## config.mk

```make
export PLATFORM = sky130hd
export DESIGN_NAME = ccgen_top
export DESIGN_NICKNAME = d
export VERILOG_FILES = /design/src/ccgen_pkg.sv /design/src/ccgen_div.sv /design/src/ccgen_top.sv
export VERILOG_INCLUDE_DIRS = /design/src
export SDC_FILE = /design/constraint.sdc
export NUM_CORES = 1
export LEC_CHECK = 0
export ABC_AREA = 1
export BUFFER_PORTS_ARGS = -buffer_cell sky130_fd_sc_hd__buf_2
export CAP_MARGIN = 20
export CORE_MARGIN = 1
export CORE_UTILIZATION = 57
export DETAILED_ROUTE_END_ITERATION = 10
export PLACE_DENSITY = 0.86
export SLEW_MARGIN = 20
export SYNTH_ARGS = -nofsm -noshare
export SYNTH_HDL_FRONTEND = slang
export SYNTH_SLANG_ARGS = --single-unit
```

## constraint.sdc

```tcl
create_clock -name core_clk_i -period 3.7 [get_ports core_clk_i]
set_clock_uncertainty 0.05 [all_clocks]
set_input_delay 0.74 -clock core_clk_i [delete_from_list [all_inputs] [get_ports core_clk_i]]
set_output_delay 0.74 -clock core_clk_i [all_outputs]
set_load 0.005 [all_outputs]
```

## src/ccgen_cfg.svh

```systemverilog
// constants for the cpu clock generation block
// Notes on behaviour
// a machine cycle is exactly two cpu core clock cycles
// peripheral clock enable runs at half the cpu core clock rate
// oscillator source is one of four, fixed by a flash-stored setting
// cpu core clock is the output of the programmable divider
// crystal source has low, medium and high frequency settings
// clock out pin driven only when enabled and crystal not in use
// clock out also requires the rtc not clocked from the crystal
// clock out runs at half the cpu core clock rate
// software keeps other trim bits intact when changing the enable bit
// configuration enables the reset input pin above 12 mhz
// divider divides by twice its 8-bit setting; zero passes through
// rc select bit switches to the rc oscillator at once, no reset
// wake-up timer holds the clock 992 crystal or 224 rc/wdt cycles
// disabled clock out stops toggling and returns the pin to port use
`ifndef CCGEN_CFG_SVH
`define CCGEN_CFG_SVH
// ****************************************************************
// register map
// ****************************************************************
`define CCGEN_ADDR_TRIM 12'h000
`define CCGEN_ADDR_DIV 12'h004
`define CCGEN_ADDR_CFG 12'h008
`define CCGEN_ADDR_STAT 12'h00c
`define CCGEN_TRIM_RC_BIT 7
`define CCGEN_TRIM_EN_BIT 6
`define CCGEN_TRIM_RST 8'h00
`define CCGEN_DIV_RST 8'h00
`define CCGEN_CFG_RST 8'h00
// ****************************************************************
// timing
// ****************************************************************
`define CCGEN_WAKE_XTAL 10'd992
`define CCGEN_WAKE_RC 10'd224
`endif

```

## src/ccgen_pkg.sv

```systemverilog
// types for the cpu clock generation block
package ccgen_pkg;
  // oscillator source choice stored at flash programming
  typedef enum logic [2:0] {
    CCGEN_SRC_WDT,
    CCGEN_SRC_RC,
    CCGEN_SRC_XTAL_LOW,
    CCGEN_SRC_XTAL_MED,
    CCGEN_SRC_XTAL_HIGH,
    CCGEN_SRC_EXT
  } ccgen_src_t;
  typedef enum logic [1:0] {
    CCGEN_WAKE,
    CCGEN_RUN
  } ccgen_state_t;
endpackage : ccgen_pkg

```

## src/ccgen_div.sv

```systemverilog
// integer divider producing the cpu core clock enable
`timescale 1ns/10ps
`default_nettype none
module ccgen_div #(
  parameter int WIDTH = 8
) (
  input wire logic core_clk_i,
  input wire logic rst_n_i,
  input wire logic osc_en_i,
  input wire logic [WIDTH-1:0] cpu_clock_divider_i,
  output logic cpu_core_en_o
);
  logic [WIDTH:0] count;
  logic [WIDTH:0] limit;
  // divide by 2n, zero passes through
  assign limit = (cpu_clock_divider_i == '0) ? '0 :
                 ({cpu_clock_divider_i, 1'b0} - {{WIDTH{1'b0}}, 1'b1});
  // count oscillator ticks, pulse on terminal
  always_ff @(posedge core_clk_i) begin
    if (!rst_n_i) begin
      count <= '0;
      cpu_core_en_o <= 1'b0;
    end else begin
      cpu_core_en_o <= 1'b0;
      if (osc_en_i) begin
        if (count >= limit) begin
          count <= '0;
          cpu_core_en_o <= 1'b1;
        end else begin
          count <= count + 1'b1;
        end
      end
    end
  end
endmodule : ccgen_div
`default_nettype wire

```

## src/ccgen_top.sv

```systemverilog
// cpu clock generation with apb register access
//
// The APB slave port and the address map are this design's own decisions.
`timescale 1ns/10ps
`default_nettype none
`include "ccgen_cfg.svh"
module ccgen_top
  import ccgen_pkg::*;
#(
  parameter logic [5:0] TRIM_FACTORY = 6'h20
) (
  input wire logic core_clk_i,
  input wire logic rst_n_i,
  input wire logic [2:0] osc_source_cfg_i,
  input wire logic rtc_uses_xtal_i,
  input wire logic wdt_osc_tick_i,
  input wire logic rc_osc_tick_i,
  input wire logic xtal_osc_tick_i,
  input wire logic ext_clk_tick_i,
  input wire logic psel,
  input wire logic penable,
  input wire logic pwrite,
  input wire logic [11:0] paddr,
  input wire logic [31:0] pwdata,
  input wire logic [3:0] pstrb,
  output logic [31:0] prdata,
  output logic pready,
  output logic pslverr,
  output logic cpu_core_en_o,
  output logic periph_en_o,
  output logic machine_cycle_o,
  output logic clock_out_pin_o,
  output logic clock_out_oe_n_o,
  output logic reset_input_pin_en_o,
  output logic clk_ready_o
);
  // ****************************************************************
  // registers
  // ****************************************************************
  logic [7:0] trim;
  logic [7:0] div_n;
  logic [7:0] cfg;
  ccgen_src_t src;
  ccgen_state_t state;
  logic [9:0] wake_cnt;
  logic osc_tick;
  logic div_en;
  logic core_en;
  logic phase;
  logic clk_out_ok;
  logic wr;
  logic rd;
  // ****************************************************************
  // helpers and apb access
  // ****************************************************************
  // true for any of the three crystal settings
  function automatic logic is_xtal(input ccgen_src_t s);
    is_xtal = (s == CCGEN_SRC_XTAL_LOW) || (s == CCGEN_SRC_XTAL_MED) ||
              (s == CCGEN_SRC_XTAL_HIGH);
  endfunction : is_xtal
  // writes land in the access phase, reads are fetched in setup
  assign wr = psel && penable && pwrite;
  assign rd = psel && !penable && !pwrite;
  // source latched after reset release from flash setting
  always_ff @(posedge core_clk_i) begin
    if (!rst_n_i) begin
      src <= CCGEN_SRC_RC;
    end else if (state == CCGEN_WAKE && wake_cnt == '0) begin
      src <= ccgen_src_t'(osc_source_cfg_i);
    end
  end
  // apb writes; trim written whole, software preserves its low bits
  always_ff @(posedge core_clk_i) begin
    if (!rst_n_i) begin
      trim <= {2'b00, TRIM_FACTORY};
      div_n <= `CCGEN_DIV_RST;
      cfg <= `CCGEN_CFG_RST;
    end else if (wr && pstrb[0]) begin
      unique case (paddr)
        `CCGEN_ADDR_TRIM: trim <= pwdata[7:0];
        `CCGEN_ADDR_DIV: div_n <= pwdata[7:0];
        `CCGEN_ADDR_CFG: cfg <= pwdata[7:0];
        default: ;
      endcase
    end
  end
  // apb read data and answer, zero wait states
  always_ff @(posedge core_clk_i) begin
    if (!rst_n_i) begin
      prdata <= '0;
      pready <= 1'b0;
      pslverr <= 1'b0;
    end else begin
      pready <= psel && !penable;
      pslverr <= psel && !penable && !(paddr == `CCGEN_ADDR_TRIM ||
                 paddr == `CCGEN_ADDR_DIV || paddr == `CCGEN_ADDR_CFG ||
                 paddr == `CCGEN_ADDR_STAT);
      if (rd) begin
        unique case (paddr)
          `CCGEN_ADDR_TRIM: prdata <= {24'h000000, trim};
          `CCGEN_ADDR_DIV: prdata <= {24'h000000, div_n};
          `CCGEN_ADDR_CFG: prdata <= {24'h000000, cfg};
          `CCGEN_ADDR_STAT: prdata <= {29'h00000000, clk_out_ok,
                                       state == CCGEN_RUN, src == CCGEN_SRC_RC};
          default: prdata <= '0;
        endcase
      end
    end
  end
  // ****************************************************************
  // oscillator selection and wake-up
  // ****************************************************************
  // the rc bit bypasses the latched source, so software can leave a slow
  // crystal without a reset; the wake-up timer is not run again
  // oscillator selection, rc bit overrides at once
  always_comb begin
    if (trim[`CCGEN_TRIM_RC_BIT]) begin
      osc_tick = rc_osc_tick_i;
    end else begin
      unique case (src)
        CCGEN_SRC_WDT: osc_tick = wdt_osc_tick_i;
        CCGEN_SRC_RC: osc_tick = rc_osc_tick_i;
        CCGEN_SRC_EXT: osc_tick = ext_clk_tick_i;
        default: osc_tick = xtal_osc_tick_i;
      endcase
    end
  end
  // wake-up hold-off counted in oscillator ticks
  always_ff @(posedge core_clk_i) begin
    if (!rst_n_i) begin
      state <= CCGEN_WAKE;
      wake_cnt <= '0;
    end else begin
      unique case (state)
        CCGEN_WAKE: begin
          if (osc_tick || wake_cnt == '0) begin
            wake_cnt <= wake_cnt + 10'd1;
          end
          if (wake_cnt != '0 && osc_tick &&
              wake_cnt >= (is_xtal(src) ? `CCGEN_WAKE_XTAL : `CCGEN_WAKE_RC)) begin
            state <= CCGEN_RUN;
          end
        end
        CCGEN_RUN: ;
      endcase
    end
  end
  // ****************************************************************
  // cpu core clock divider
  // ****************************************************************
  // divider only sees ticks once the hold-off has expired
  assign div_en = osc_tick && (state == CCGEN_RUN);
  ccgen_div #(
    .WIDTH(8)
  ) u_div (
    .core_clk_i(core_clk_i),
    .rst_n_i(rst_n_i),
    .osc_en_i(div_en),
    .cpu_clock_divider_i(div_n),
    .cpu_core_en_o(core_en)
  );
  // ****************************************************************
  // clock out conditions
  // ****************************************************************
  // clock out allowed only off crystal and with rtc off crystal
  assign clk_out_ok = trim[`CCGEN_TRIM_EN_BIT] && !rtc_uses_xtal_i &&
                      (trim[`CCGEN_TRIM_RC_BIT] || !is_xtal(src));
  // ****************************************************************
  // core, peripheral and machine cycle pulses
  // ****************************************************************
  // phase picks every second core pulse
  always_ff @(posedge core_clk_i) begin
    if (!rst_n_i) begin
      phase <= 1'b0;
    end else if (core_en) begin
      phase <= !phase;
    end
  end
  // pulses registered so every output leaves a flip-flop
  always_ff @(posedge core_clk_i) begin
    if (!rst_n_i) begin
      cpu_core_en_o <= 1'b0;
      periph_en_o <= 1'b0;
      machine_cycle_o <= 1'b0;
    end else begin
      cpu_core_en_o <= core_en;
      periph_en_o <= core_en && phase;
      machine_cycle_o <= core_en && phase;
    end
  end
  // ****************************************************************
  // status outputs
  // ****************************************************************
  // reset pin enable and ready flag
  always_ff @(posedge core_clk_i) begin
    if (!rst_n_i) begin
      reset_input_pin_en_o <= 1'b0;
      clk_ready_o <= 1'b0;
    end else begin
      reset_input_pin_en_o <= cfg[0];
      clk_ready_o <= state == CCGEN_RUN;
    end
  end
  // ****************************************************************
  // clock out pin
  // ****************************************************************
  // pin handed back to port use whenever the conditions drop
  always_ff @(posedge core_clk_i) begin
    if (!rst_n_i) begin
      clock_out_oe_n_o <= 1'b1;
    end else begin
      clock_out_oe_n_o <= !clk_out_ok;
    end
  end
  // toggles on each core pulse, parked low while released
  always_ff @(posedge core_clk_i) begin
    if (!rst_n_i) begin
      clock_out_pin_o <= 1'b0;
    end else if (!clk_out_ok) begin
      clock_out_pin_o <= 1'b0;
    end else if (core_en) begin
      clock_out_pin_o <= !clock_out_pin_o;
    end
  end
endmodule : ccgen_top
`default_nettype wire

```

# == Word-level counts from Yosys, hierarchy flattened ==
# Index checks and enable logic that the tools add are counted.
# totals
register_bits,89
in_bits,61
out_inout_bits,41
# classes
n_addsub,3
order_cmp,2
eq_ne,8
muxes,7
n_reduce_logical,41
# ops
operator,n
$pmux 8 s4,1
$eq 12x4->1 const B,2
$mux 9,2
$reduce_and 2->1,7
$logic_and 1x1->1,13
$eq 12x3->1 const B,1
$logic_not 12->1,1
$add 10x1->10 const B,1
$ge 10x10->1,1
$logic_not 10->1,1
$mux 10,1
$reduce_bool 10->1,1
$add 9x1->9 const B,1
$ge 9x9->1,1
$sub 9x1->9 const B,1
$logic_not 1->1,8
$logic_not 8->1,1
$logic_or 1x1->1,7
$eq 3x2->1 const B,2
$eq 3x3->1 const B,2
$eq 3x1->1 const B,1
$logic_not 3->1,1
$pmux 1 s3,1
$logic_not 2->1,1
$mux 1,2

# == Longest topological paths before layout ==
# Gate-level depths: netlist of the first run.
# depth
ltp_word,7
ltp_mapped,16

# == Hierarchy ==
# A second synthesis of the first run with hierarchy kept.
# unflattened
cells_unflattened,536
area_unflattened_um2,3692.3
# modules_own_cells
module,n_inst,cells_each,area_each_um2,seq_area_each_um2
ccgen_top,1,406,2819.0,1101.1
ccgen_div,1,130,873.3,200.2

# == Worst setup path before layout of the first run ==
# Ideal clock, no wire load.
# synth_timing
path_type,reg-to-reg
from,register div_n[2]
to,register u_div.count[1]
arrival_time_ns,1.994
t_required_ns,3.586
slack_ns,1.592
path_stages_with_launch,14
n_path_buf,0
period_less_slack_ns,2.108
path_cell_list,dfxtp_1 nor2_1 nand2_1 inv_1 nand4_1 nand3_1 ha_1 nand2_1 inv_1 a21oi_1 nand4_1 nand2_1 nand2_1 nor2_1
# synth_via
elab_chain_len,4
elab_cells_between_ends,5
cone_classes,add/sub (1); order compare (1); mux (2); reduce/logical (1)
# synth_rtl
item,line,rtl
"start, declared",ccgen_top.sv:41,logic [7:0] div_n;
"start signal, assigned",ccgen_top.sv:76,div_n <= `CCGEN_DIV_RST;
"start signal, assigned",ccgen_top.sv:81,`CCGEN_ADDR_DIV: div_n <= pwdata[7:0];
$sub 9x1->9 or $logic_not 8->1 (tied branches),"ccgen_div.sv:17, ccgen_div.sv:16",
$mux 9 (*),ccgen_div.sv:16,assign limit = (cpu_clock_divider_i == '0) ? '0 :
$ge 9x9->1 (*),ccgen_div.sv:26,if (count >= limit) begin
$mux 9 (*),ccgen_div.sv:26,
"end signal, assigned",ccgen_div.sv:30,count <= count + 1'b1;
"end, declared",ccgen_div.sv:13,logic [WIDTH:0] count;
# Mark *: on every way between the ends. The rest lies on a longest branch, timed or not.
# A chain may end at the register's enable or synchronous reset.

# == Worst setup path after layout of the first run ==
# layout_timing
from,register div_n[2]
to,register u_div.count[6]
# The elaborated chain is that of the path after synthesis.

==> results.txt, run 1 <==
----------------------------------------------------
[Die]
  Number of placement rows ... 29
  Die area ... 6983 um2
  Effective utilization at floorplan ... 0.5938
  Overall die width ... 83.57 um
  Die Ht ... 83.57 um
  Core footprint ... 6386 um2
  Top-level I/O count ... roughly 100

[Global routing]
  Global-route wire length before repair ... 13.86 mm
  Met2 global-route usage ... 0.3806
  Pin count of the biggest net entering global routing ... 33
  Number of global-route vias before repair ... about 3.1k
  Congestion Overflow GR ... 0
  Total global routing track utilization ... 0.2440
  Met3 track demand over resource in global routing ... 0.05539
  GR met1 Demand/Resource ... 0.3250
  Top Usage Layer GRT ... met2
  Number of antenna violations at the first check in global routing ... 0

[Drt]
  Number of detailed-routing iterations run before antenna repair ... 5
  Overall routed net length ... ~8.3 mm
  Via-per-instance ratio ... 5.261
  Remaining DRCs ... 0
  Via total after detailed routing ... 3583
  WL/cell ... 12.15 um
  DRT iter0 DRCs ... between 200 and 250
  Final antenna-violating net count ... 0

[STA]
  Number of endpoints failing setup at the final stage ... 0
  Slew of the pin with the lowest slew margin ... around 1.0 ns
  Number of endpoints with negative hold slack in the final report ... 0
  Smallest setup slack after layout ... 1.105 ns
  Post-Route Setup TNS ... 0 ns
  Final period util ... 0.7013
  Fmax achieved ... roughly 390 MHz
  Worst max-slew margin expressed relative to the limit ... 0.3044
  Minimum clock period after layout ... approximately 2.6 ns
  Final max-slew violation count ... 0
  Setup repair after global routing missed its margin ... false

[Flow run]
  Max-Cap Viols ... 0

[Layout]
  Sequential cell area ... 1301 um2
  Count of inserted antenna diode cells ... 0
  Number of fillers in the final layout ... approximately 550
  Final net count ... 676
  Share of cells above drive strength 1 ... 0.1556
  Layout-stage area growth over the synthesis result ... 10.16%
  Multi-input gate area in the final layout ... 2064 um2

[Setup path]
  R2r worst-path depth ... 15
  Reg-to-Reg End ... u_div.count[6]
  Worst path max stage delay ... between 0.3 and 0.4 ns
  Critical register-to-register path startpoint ... div_n[2]
  Critical path data required time ... 3.94 ns
  CP Cell Sequence ... nor2_1 -> nand2_1 -> inv_1 -> nand4_1 -> o21ai_0 -> ha_1 -> nand2_1 -> inv_1 -> nand2_1 -> nand2_1 -> nand2_1 -> nand4_1 -> nand2_1 -> nand2_1 -> nor2_1
  Slowest-stage cell, CP ... sky130_fd_sc_hd__dfxtp_1
  Setup slack on the worst flop-to-flop path ... 1.11 ns
  Buf+Inv Stages, Crit Path ... 2
  Cell repeated most along the worst path ... sky130_fd_sc_hd__nand2_1
  Kind of end point of the critical path ... flip-flop
  Kind of cell adding the most delay to the critical path ... simple AND/OR/NAND/NOR gates
  Critical path launch point type ... flip-flop
  Data arrival time at the worst-slack endpoint ... 2.83 ns
  Maximum net fanout on the critical path ... 9
  Start-to-end type of the worst setup path ... flip-flop to flip-flop

[Clock tree]
  Number of buffers created by CTS ... 9
  Clock sinks ... 65
  Cells resized by post-CTS repair ... 0
  Setup Fix Bufs, Post-CTS ... 0
  Root Buffer Master ... sky130_fd_sc_hd__clkbuf_8
  CTS tree ... done
  H-tree levels ... 3
  Count of hold buffers inserted by post-cts repair ... 0
  Clock-pin slew of the registers on the worst-case setup and hold paths ... 0.08 ns
  Clock network latency to the later pin of the worst-skew pair ... 0.35 ns
  Number of buffers on the longest clock path ... 2

[Power]
  Worst IR Drop VDD ... 0.0004389 V
  Leak ... 1.950 nW
  PwrDens ... ~430 nW/um2

[Placement]
  Sum of net half-perimeters after detailed placement ... slightly above 6 mm
  Number of port buffers ... 50
  Final estimated routing congestion in global placement ... 0.8565
  Worst slack at placement ... 1.103 ns

[Yosys]
  Post-Synthesis Mean Instance Area ... 6.858 um2
  Yosys cell types ... 31
  Share of synthesized area occupied by flip-flops and latches ... 0.3431
  Number of synthesized register bits ... 65
  Synthesized cell area ... 3792 um2
  Cell count after synthesis ... about 550
  Number of warnings issued by yosys ... 0

[Status]
  Status ... complete, no violations

[Hold path]
  Endpoint of the worst hold-timing path ... cfg[7]
  Startpoint of the most critical hold path ... cfg[7]
  Hold depth ... 2
  Path class of the lowest-slack min-delay path ... flip-flop to flip-flop

----------------------------------------------------
## sequential cells by signal, indices dropped and copies added, names as in the netlist, 3 cells and up
name and cells:
prdata 8, cfg 8, u_div.count 9, src 3, div_n 8, wake_cnt 10
trim 8
## metrics by stage
| step | utilization | instance area, um2 | hold WS (ns) | instances | total power [W] |
|---|---|---|---|---|---|
| 6_report | 0.6542 | 4178 | 0.3992 | 681 | 0.001777 |
| 5_1_grt | 0.6542 | 4178 | 0.4175 | 681 | 0.001866 |
| 4_1_cts | 0.6542 | 4178 | 0.4006 | 681 | 0.001780 |
| 3_5_place_dp | 0.6209 | 3965 | 0.3883 | 665 | 0.001131 |
| 3_3_place_gp | 0.6209 | 3965 | 0.3835 | 665 | 0.001111 |
| 2_1_floorplan | - | 3879 | 0.3707 | 576 | 0.001076 |
## worst max path at each step
stage	from	endpoint	cells past startpoint
after CTS	div_n[2]	u_div.count[6]	15
after global placement	div_n[2]	u_div.count[5]	15
after detailed placement	div_n[2]	u_div.count[6]	15
final	div_n[2]	u_div.count[6]	15
after global routing	div_n[2]	u_div.count[6]	15
after floorplan	div_n[2]	u_div.count[1]	13
## tightest hold or removal path: stages, from the launching register on
cell	delay (ns)
sky130_fd_sc_hd__dfxtp_1	0.31
sky130_fd_sc_hd__inv_1	0.05
sky130_fd_sc_hd__a21oi_1	0.05
## metal layers
metal,part of all wire,wire length (um)
met1,0.46,3807
met2,0.47,3862
met3,0.054,447
met4,0.019,156
met5,0,0
## cell usage after synthesis (all sizes together)
cell	number	area share
nand2	133	0.14
nand3	68	0.099
dfxtp	65	0.34
inv	65	0.064
nor2	54	0.059
a21oi	53	0.073
o21ai	32	0.045
buf	31	0.062
ha	16	0.053
xor2	8	0.018
clkbuf	7	0.0069
nand4	7	0.012
nor3	5	0.0066
xnor2	4	0.0092
clkinv	2	0.0023
and3	1	0.0017
conb	1	0.00099
nand3b	1	0.0020
## cell type report
cell class | instances | share of cell area
clock buffers | 11 | 0.03624
well taps | 77 | 0.02306
flip-flops and latches | 65 | 0.3115
repair buffers | 50 | 0.05990
inverters | 67 | 0.06050
multi-input cells | 406 | 0.4942
clock inverters | 5 | 0.01468
## cell families (layout without fill, tap and decap cells)
| kind of cell | Yosys count | count (layout) | share of synthesized area |
|---|---|---|---|
| AND/OR/NAND/NOR | 269 | 269 | 0.3220 |
| adder cells (fa/ha/maj) | 16 | 16 | 0.05279 |
| XOR/XNOR | 12 | 12 | 0.02771 |
| buffers and inverters | 105 | 133 | 0.1353 |
| AO/OA/AOI/OAI | 85 | 85 | 0.1181 |
| other | 1 | 24 | 0.0009888 |
| flip-flops | 65 | 65 | 0.3431 |
## placed cells by master (no fill, tap or decap), drive strengths merged
cell and n:
ha 16, a21oi 53, inv 67, nor3 5
xor2 8, conb 24, nand2 133, nand4 7
and3 1, bufinv 1, dfxtp 65, buf 50
nand3b 1, clkinv 4, nand3 68, clkbuf 11
o21ai 32, nor2 54, xnor2 4
## power by group
part | internal [W] | total (W) | switching (W)
logic | 0.000113 | 0.000364 | 0.000251
registers | 0.000728 | 0.000759 | 0.0000310
clock network | 0.000353 | 0.000654 | 0.000302
Note: power is estimated with default switching activity, not from simulation.
==> inputs of run 2 (changes only) <==
CORE_UTILIZATION = 53   (was 57)
PLACE_DENSITY = 0.8   (was 0.86)
clock period = 2.4 ns   (was 3.7 ns; I/O delays follow)
==> run 2 against run 1 <==
Net effect: via count increased by 0.53%; clock-buffer cell count decreased by 2; first-iteration DRC count increased by 7.6%; critical endpoint unchanged; largest cell class unchanged.
==> results.txt, run 2 (synthesis results as in run 1) <==
----------------------------------------------------
[Die]
  Effective utilization at floorplan ... 0.5521
  Overall die width ... between 80 and 90 um
  Die area ... between 7000 and 8000 um2
  Number of placement rows ... 30
  Top-level I/O count ... 102
  Core footprint ... about 7000 um2
  Die Ht ... roughly 87 um

[Drt]
  Overall routed net length ... 8.582 mm
  Remaining DRCs ... 0
  Wl on met1 ... 3.892 mm
  Via total after detailed routing ... 3602
  DR WL met2 ... 4.109 mm
  Number of detailed-routing iterations run before antenna repair ... 6
  DRT iter0 DRCs ... 227
  Final antenna-violating net count ... 0
  WL/cell ... 12.10 um
  Max layer used ... met4
  Met3 Routed Length ... 458 um
  Via-per-instance ratio ... a little over 5

[Hold path]
  Startpoint of the most critical hold path ... rst_n_i
  Path class of the lowest-slack min-delay path ... input pin to flip-flop

[Setup path]
  CP Cell Sequence ... inv_1 -> ha_1 -> nand4_1 -> buf_6 -> o21ai_2 -> ha_1 -> nand2_1 -> inv_1 -> nand2_1 -> nand2_1 -> nand2_1 -> nand4_1 -> buf_6 -> nand2_1 -> nand2_2 -> nor2_2
  Cell repeated most along the worst path ... sky130_fd_sc_hd__nand2_1
  Critical path launch point type ... flip-flop
  Data arrival time at the worst-slack endpoint ... 2.50 ns
  Kind of end point of the critical path ... flip-flop
  Maximum net fanout on the critical path ... 9
  Critical register-to-register path startpoint ... div_n[1]
  Start-to-end type of the worst setup path ... flip-flop to flip-flop
  Slowest-stage cell, CP ... sky130_fd_sc_hd__dfxtp_1
  Startpoint of the worst setup timing path ... div_n[1]
  Buf+Inv Stages, Crit Path ... 4
  Kind of cell adding the most delay to the critical path ... simple AND/OR/NAND/NOR gates
  Worst path max stage delay ... 0.37 ns
  Critical path data required time ... 2.64 ns

[Placement]
  Placed Cells incl. Taps ... 693
  Final estimated routing congestion in global placement ... 0.8646
  Number of port buffers ... 50
  Cell Area, Placed ... just over 4000 um2
  Worst slack at placement ... 0.02313 ns
  Sum of net half-perimeters after detailed placement ... 6.192 mm

[Global routing]
  Total global routing track utilization ... 0.2357
  Global-route wire length before repair ... 13.82 mm
  Number of global-route vias before repair ... 3194
  Pin count of the biggest net entering global routing ... 32
  Number of antenna violations at the first check in global routing ... 0
  Congestion Overflow GR ... 0

[Clock tree]
  Clock network latency to the later pin of the worst-skew pair ... 0.35 ns
  Number of buffers on the longest clock path ... 2
  Clock sinks ... 65
  Clock-pin slew of the registers on the worst-case setup and hold paths ... about 0.070 ns
  CTS tree ... done
  Root Buffer Master ... sky130_fd_sc_hd__clkbuf_8
  Number of buffers created by CTS ... 9
  H-tree levels ... 3
  Setup Fix Bufs, Post-CTS ... 0
  Count of hold buffers inserted by post-cts repair ... 0

[Power]
  Leak ... 1.989 nW
  Total power ... 0.002576 W
  PwrDens ... around 590 nW/um2
  Worst IR Drop VDD ... about 0.00057 V

[Layout]
  Layout Cell Area excl Fill ... ~4300 um2
  Share of cells above drive strength 1 ... 0.2023
  Largest register by flop count ... wake_cnt
  Count of inserted antenna diode cells ... 0
  Final net count ... 685
  Layout-stage area growth over the synthesis result ... 14.19%
  Most frequent cells in the layout ... sky130_fd_sc_hd__nand2_1 (117), sky130_fd_sc_hd__dfxtp_1 (63), sky130_fd_sc_hd__inv_1 (62)
  Number of fillers in the final layout ... 613
  Max FFs per register ... 10
  Leading cell type in the layout, fill and taps excluded ... sky130_fd_sc_hd__nand2_1
  Number of standard cells in the final layout excluding fillers ... 709
  End-of-flow core utilization ... 0.6304
  Largest registers in the final layout ... wake_cnt: 10 flops, u_div.count: 9 flops

[STA]
  Minimum clock period after layout ... roughly 2.3 ns
  Number of endpoints with negative hold slack in the final report ... 0
  Final period util ... 0.9427
  Slew of the pin with the lowest slew margin ... roughly 0.52 ns
  Smallest setup slack after layout ... 0.1374 ns
  Number of endpoints failing setup at the final stage ... 0
  Fmax achieved ... 442.0 MHz
  Worst max-slew margin expressed relative to the limit ... 0.6529
  Final max-slew violation count ... 0

[Flow run]
  Max-Cap Viols ... 0

[Status]
  Status ... complete, no violations

----------------------------------------------------
==> run 2: cell types whose count changed in the layout (fill, tap and decap cells not counted), moves of 3 or more <==
cell,previous run,this run
sky130_fd_sc_hd__nand3_2,7,10
sky130_fd_sc_hd__nor2_1,51,44
sky130_fd_sc_hd__nor2_2,2,7
sky130_fd_sc_hd__buf_4,0,7
sky130_fd_sc_hd__nand3_1,61,58
sky130_fd_sc_hd__clkinvlp_4,0,3
==> run 2: final timing paths <==
check,endpoint,slack (ns),cells after the start
min,machine_cycle_o,0.33,3
min reg2reg,cfg[1],0.40,2
max,u_div.count[6],0.14,16
max reg2reg,u_div.count[6],0.14,16
==> run 2: timing repair <==
item,4_1_cts,5_1_grt
resized for setup,1,26
setup endpoints to repair,1,10
pin swaps,0,4
==> run 2: metal layers <==
metal	vias up	track usage
met4	0	0.1000
met3	11	0.04667
met2	120	0.3810
li1	1840	-
met5	-	0
met1	1631	0.3071
==> run 2: through the flow <==
stage | setup TNS, ns | hold WS [ns]
floorplan | 0 | 0.3707
CTS | 0 | 0.3139
global route | -0.03670 | 0.3525
detailed placement | 0 | 0.3852
global placement | 0 | 0.3815
finish | 0 | 0.3285
==> run 2: report_power, final <==
group	internal [W]	switching [W]	leakage, nW
registers	0.00112	0.0000440	0.526
clock network	0.000381	0.000473	0.0822
logic	0.000176	0.000382	1.38
==> run 2: layout make-up <==
cell class / count / area (um2) / area share
multi-input cells: 406 / 2148 / 0.4961
flip-flops and latches: 65 / 1306 / 0.3016
clock buffers: 9 / 123.9 / 0.02860
well taps: 96 / 120.1 / 0.02774
repair buffers: 59 / 325.3 / 0.07512
inverters: 67 / 252.7 / 0.05836
clock inverters: 7 / 53.80 / 0.01242
==> run 2: worst min-delay path, stage by stage <==
cell	delay (ns)
sky130_fd_sc_hd__buf_2	0.10
sky130_fd_sc_hd__inv_1	0.06
sky130_fd_sc_hd__nor2_1	0.04
==> inputs of run 3 (changes only) <==
CORE_UTILIZATION = 45   (was 53)
PLACE_DENSITY = 0.73   (was 0.8)
clock period = 2.03 ns   (was 2.4 ns; I/O delays follow)
==> run 3 against run 2 <==
Net effect: the run now ends with negative setup slack left; power grew 24%; non-clock buffer count grew 25; sequential share of layout area shrank 2.0 points; clock-buffer cell count is the same; first-iteration DRC count grew 5.7%; via count grew 2.6%; critical path type unchanged; critical endpoint is now u_div.count[4]; highest routed layer unchanged.
==> results.txt, run 3 (synthesis results as in run 1) <==
----------------------------------------------------
[Placement]
  Cell Area, Placed ... 4214 um2
  Sum of net half-perimeters after detailed placement ... 6.296 mm
  Worst slack at placement ... -0.3317 ns
  Placed Cells incl. Taps ... ~720
  Final estimated routing congestion in global placement ... 0.8894
  Number of port buffers ... 50

[Drt]
  Remaining DRCs ... 0
  Overall routed net length ... slightly below 9 mm
  Number of detailed-routing iterations run before antenna repair ... 5
  WL/cell ... ~12 um
  Via-per-instance ratio ... 4.972
  Final antenna-violating net count ... 0
  DRT iter0 DRCs ... 240
  Via total after detailed routing ... 3694

[STA]
  Number of endpoints failing setup at the final stage ... 10
  Final max-slew violation count ... 0
  Smallest setup slack after layout ... -0.2846 ns
  Post-Route Setup TNS ... -2.189 ns
  Number of endpoints with negative hold slack in the final report ... 0
  Fmax achieved ... 432.0 MHz
  Final period util ... 1.140
  Setup repair after global routing missed its margin ... true
  Minimum clock period after layout ... 2.315 ns

[Status]
  Violated checks ... negative setup slack
  Status ... finished with violations

[Layout]
  Leading cell type in the layout, fill and taps excluded ... sky130_fd_sc_hd__nand2_1
  Count of inserted antenna diode cells ... 0
  Largest registers in the final layout ... wake_cnt: 10 flops, u_div.count: 9 flops
  Max FFs per register ... 10
  Final net count ... 710
  Layout Cell Area excl Fill ... between 4000 and 5000 um2
  Share of cells above drive strength 1 ... 0.2633
  Layout-stage area growth over the synthesis result ... 23.16%
  Number of standard cells in the final layout excluding fillers ... 743
  Largest register by flop count ... wake_cnt
  Most frequent cells in the layout ... sky130_fd_sc_hd__nand2_1 (111), sky130_fd_sc_hd__dfxtp_1 (61), sky130_fd_sc_hd__inv_1 (60)

[Power]
  Worst IR Drop VDD ... 0.0007706 V
  PwrDens ... a little under 700 nW/um2
  Leak ... 2.146 nW
  Total power ... around 0.0032 W

[Setup path]
  Startpoint of the worst setup timing path ... div_n[2]
  Worst path max stage delay ... 0.37 ns
  Kind of end point of the critical path ... flip-flop
  Critical register-to-register path startpoint ... div_n[2]
  Data arrival time at the worst-slack endpoint ... 2.54 ns
  CP Cell Sequence ... nor2_1 -> nand2_1 -> inv_2 -> nand3_4 -> nor2_4 -> nand2_2 -> nand2_2 -> nand3_2 -> ha_4 -> nand2_4 -> inv_2 -> a21oi_2 -> nand4_1 -> buf_6 -> nor2_2 -> nand2_1 -> a21oi_2
  Slowest-stage cell, CP ... sky130_fd_sc_hd__dfxtp_4
  Critical path data required time ... 2.26 ns
  Critical path launch point type ... flip-flop
  Start-to-end type of the worst setup path ... flip-flop to flip-flop
  Maximum net fanout on the critical path ... 7

[Clock tree]
  CTS tree ... done
  Number of buffers on the longest clock path ... 2
  Number of buffers created by CTS ... 9
  Clock-pin slew of the registers on the worst-case setup and hold paths ... 0.08 ns
  Clock network latency to the later pin of the worst-skew pair ... between 0.3 and 0.4 ns
  H-tree levels ... 3
  Clock sinks ... 65
  Root Buffer Master ... sky130_fd_sc_hd__clkbuf_8

[Global routing]
  Congestion Overflow GR ... 0
  Global-route wire length before repair ... 14.19 mm
  Pin count of the biggest net entering global routing ... 32
  Number of antenna violations at the first check in global routing ... 0
  Total global routing track utilization ... 0.2026
  Number of global-route vias before repair ... 3233

[Die]
  Overall die width ... 93.80 um
  Die area ... 8798 um2
  Core footprint ... about 8000 um2
  Number of placement rows ... 33
  Top-level I/O count ... between 100 and 150
  Effective utilization at floorplan ... 0.4639
  Die Ht ... ~94 um

[Hold path]
  Path class of the lowest-slack min-delay path ... input pin to flip-flop
  Startpoint of the most critical hold path ... rtc_uses_xtal_i

[Flow run]
  Max-Cap Viols ... 0

----------------------------------------------------
-- run 3: area by class of cell --
cell class | count | area, um2
fillers | 763 | 3505
well taps | 105 | 131.4
clock buffers | 9 | 123.9
repair buffers | 84 | 513.0
multi-input cells | 406 | 2258
inverters | 67 | 252.7
clock inverters | 7 | 77.57
flip-flops and latches | 65 | 1314
-- run 3: worst paths after layout --
kind / end / slack [ns] / depth (start not counted)
worst max-delay path: u_div.count[4] / -0.28 / 17
worst max register to register: u_div.count[4] / -0.28 / 17
worst min-delay path: clock_out_oe_n_o / 0.27 / 3
worst min register to register: cfg[6] / 0.40 / 2
-- run 3: through the flow --
| stage | hold WS (ns) | utilization |
|---|---|---|
| final | 0.2680 | 0.5713 |
| after global routing | 0.2707 | 0.5713 |
| after CTS | 0.2576 | 0.5476 |
| after detailed placement | 0.3857 | 0.5155 |
| after global placement | 0.3803 | 0.5155 |
| after floorplan | 0.3707 | - |
-- run 3: power breakdown --
group / switching (W) / internal (W) / total [W]
Sequential: 0.0000507 / 0.00132 / 0.00137
Combinational: 0.000456 / 0.000227 / 0.000684
Clock: 0.000554 / 0.000577 / 0.00113
-- run 3: what timing repair did --
action / 4_1_cts / 5_1_grt
gates cloned: 0 / 0
endpoints found under the hold margin: 0 / 0
setup endpoints to repair: 10 / 10
buffers inserted: 3 / 3
hold buffers: 0 / 0
gates resized for setup: 14 / 39
pin swaps: 8 / 16
-- run 3: worst max-delay path, delay by kind of cell (launching register included) --
kind | cells | cell delay [ns]
flip-flops | 1 | 0.37
buffers and inverters | 3 | 0.31
AO/OA/AOI/OAI | 2 | 0.27
AND/OR/NAND/NOR | 11 | 1.03
adder cells (fa/ha/maj) | 1 | 0.24
-- run 3: metal layers --
layer	GRT usage	up-vias	part of all wire
met5	0	-	0
met4	0.06923	0	0.014
met3	0.03479	16	0.044
met2	0.3333	90	0.49
met1	0.2666	1697	0.45
li1	-	1891	-
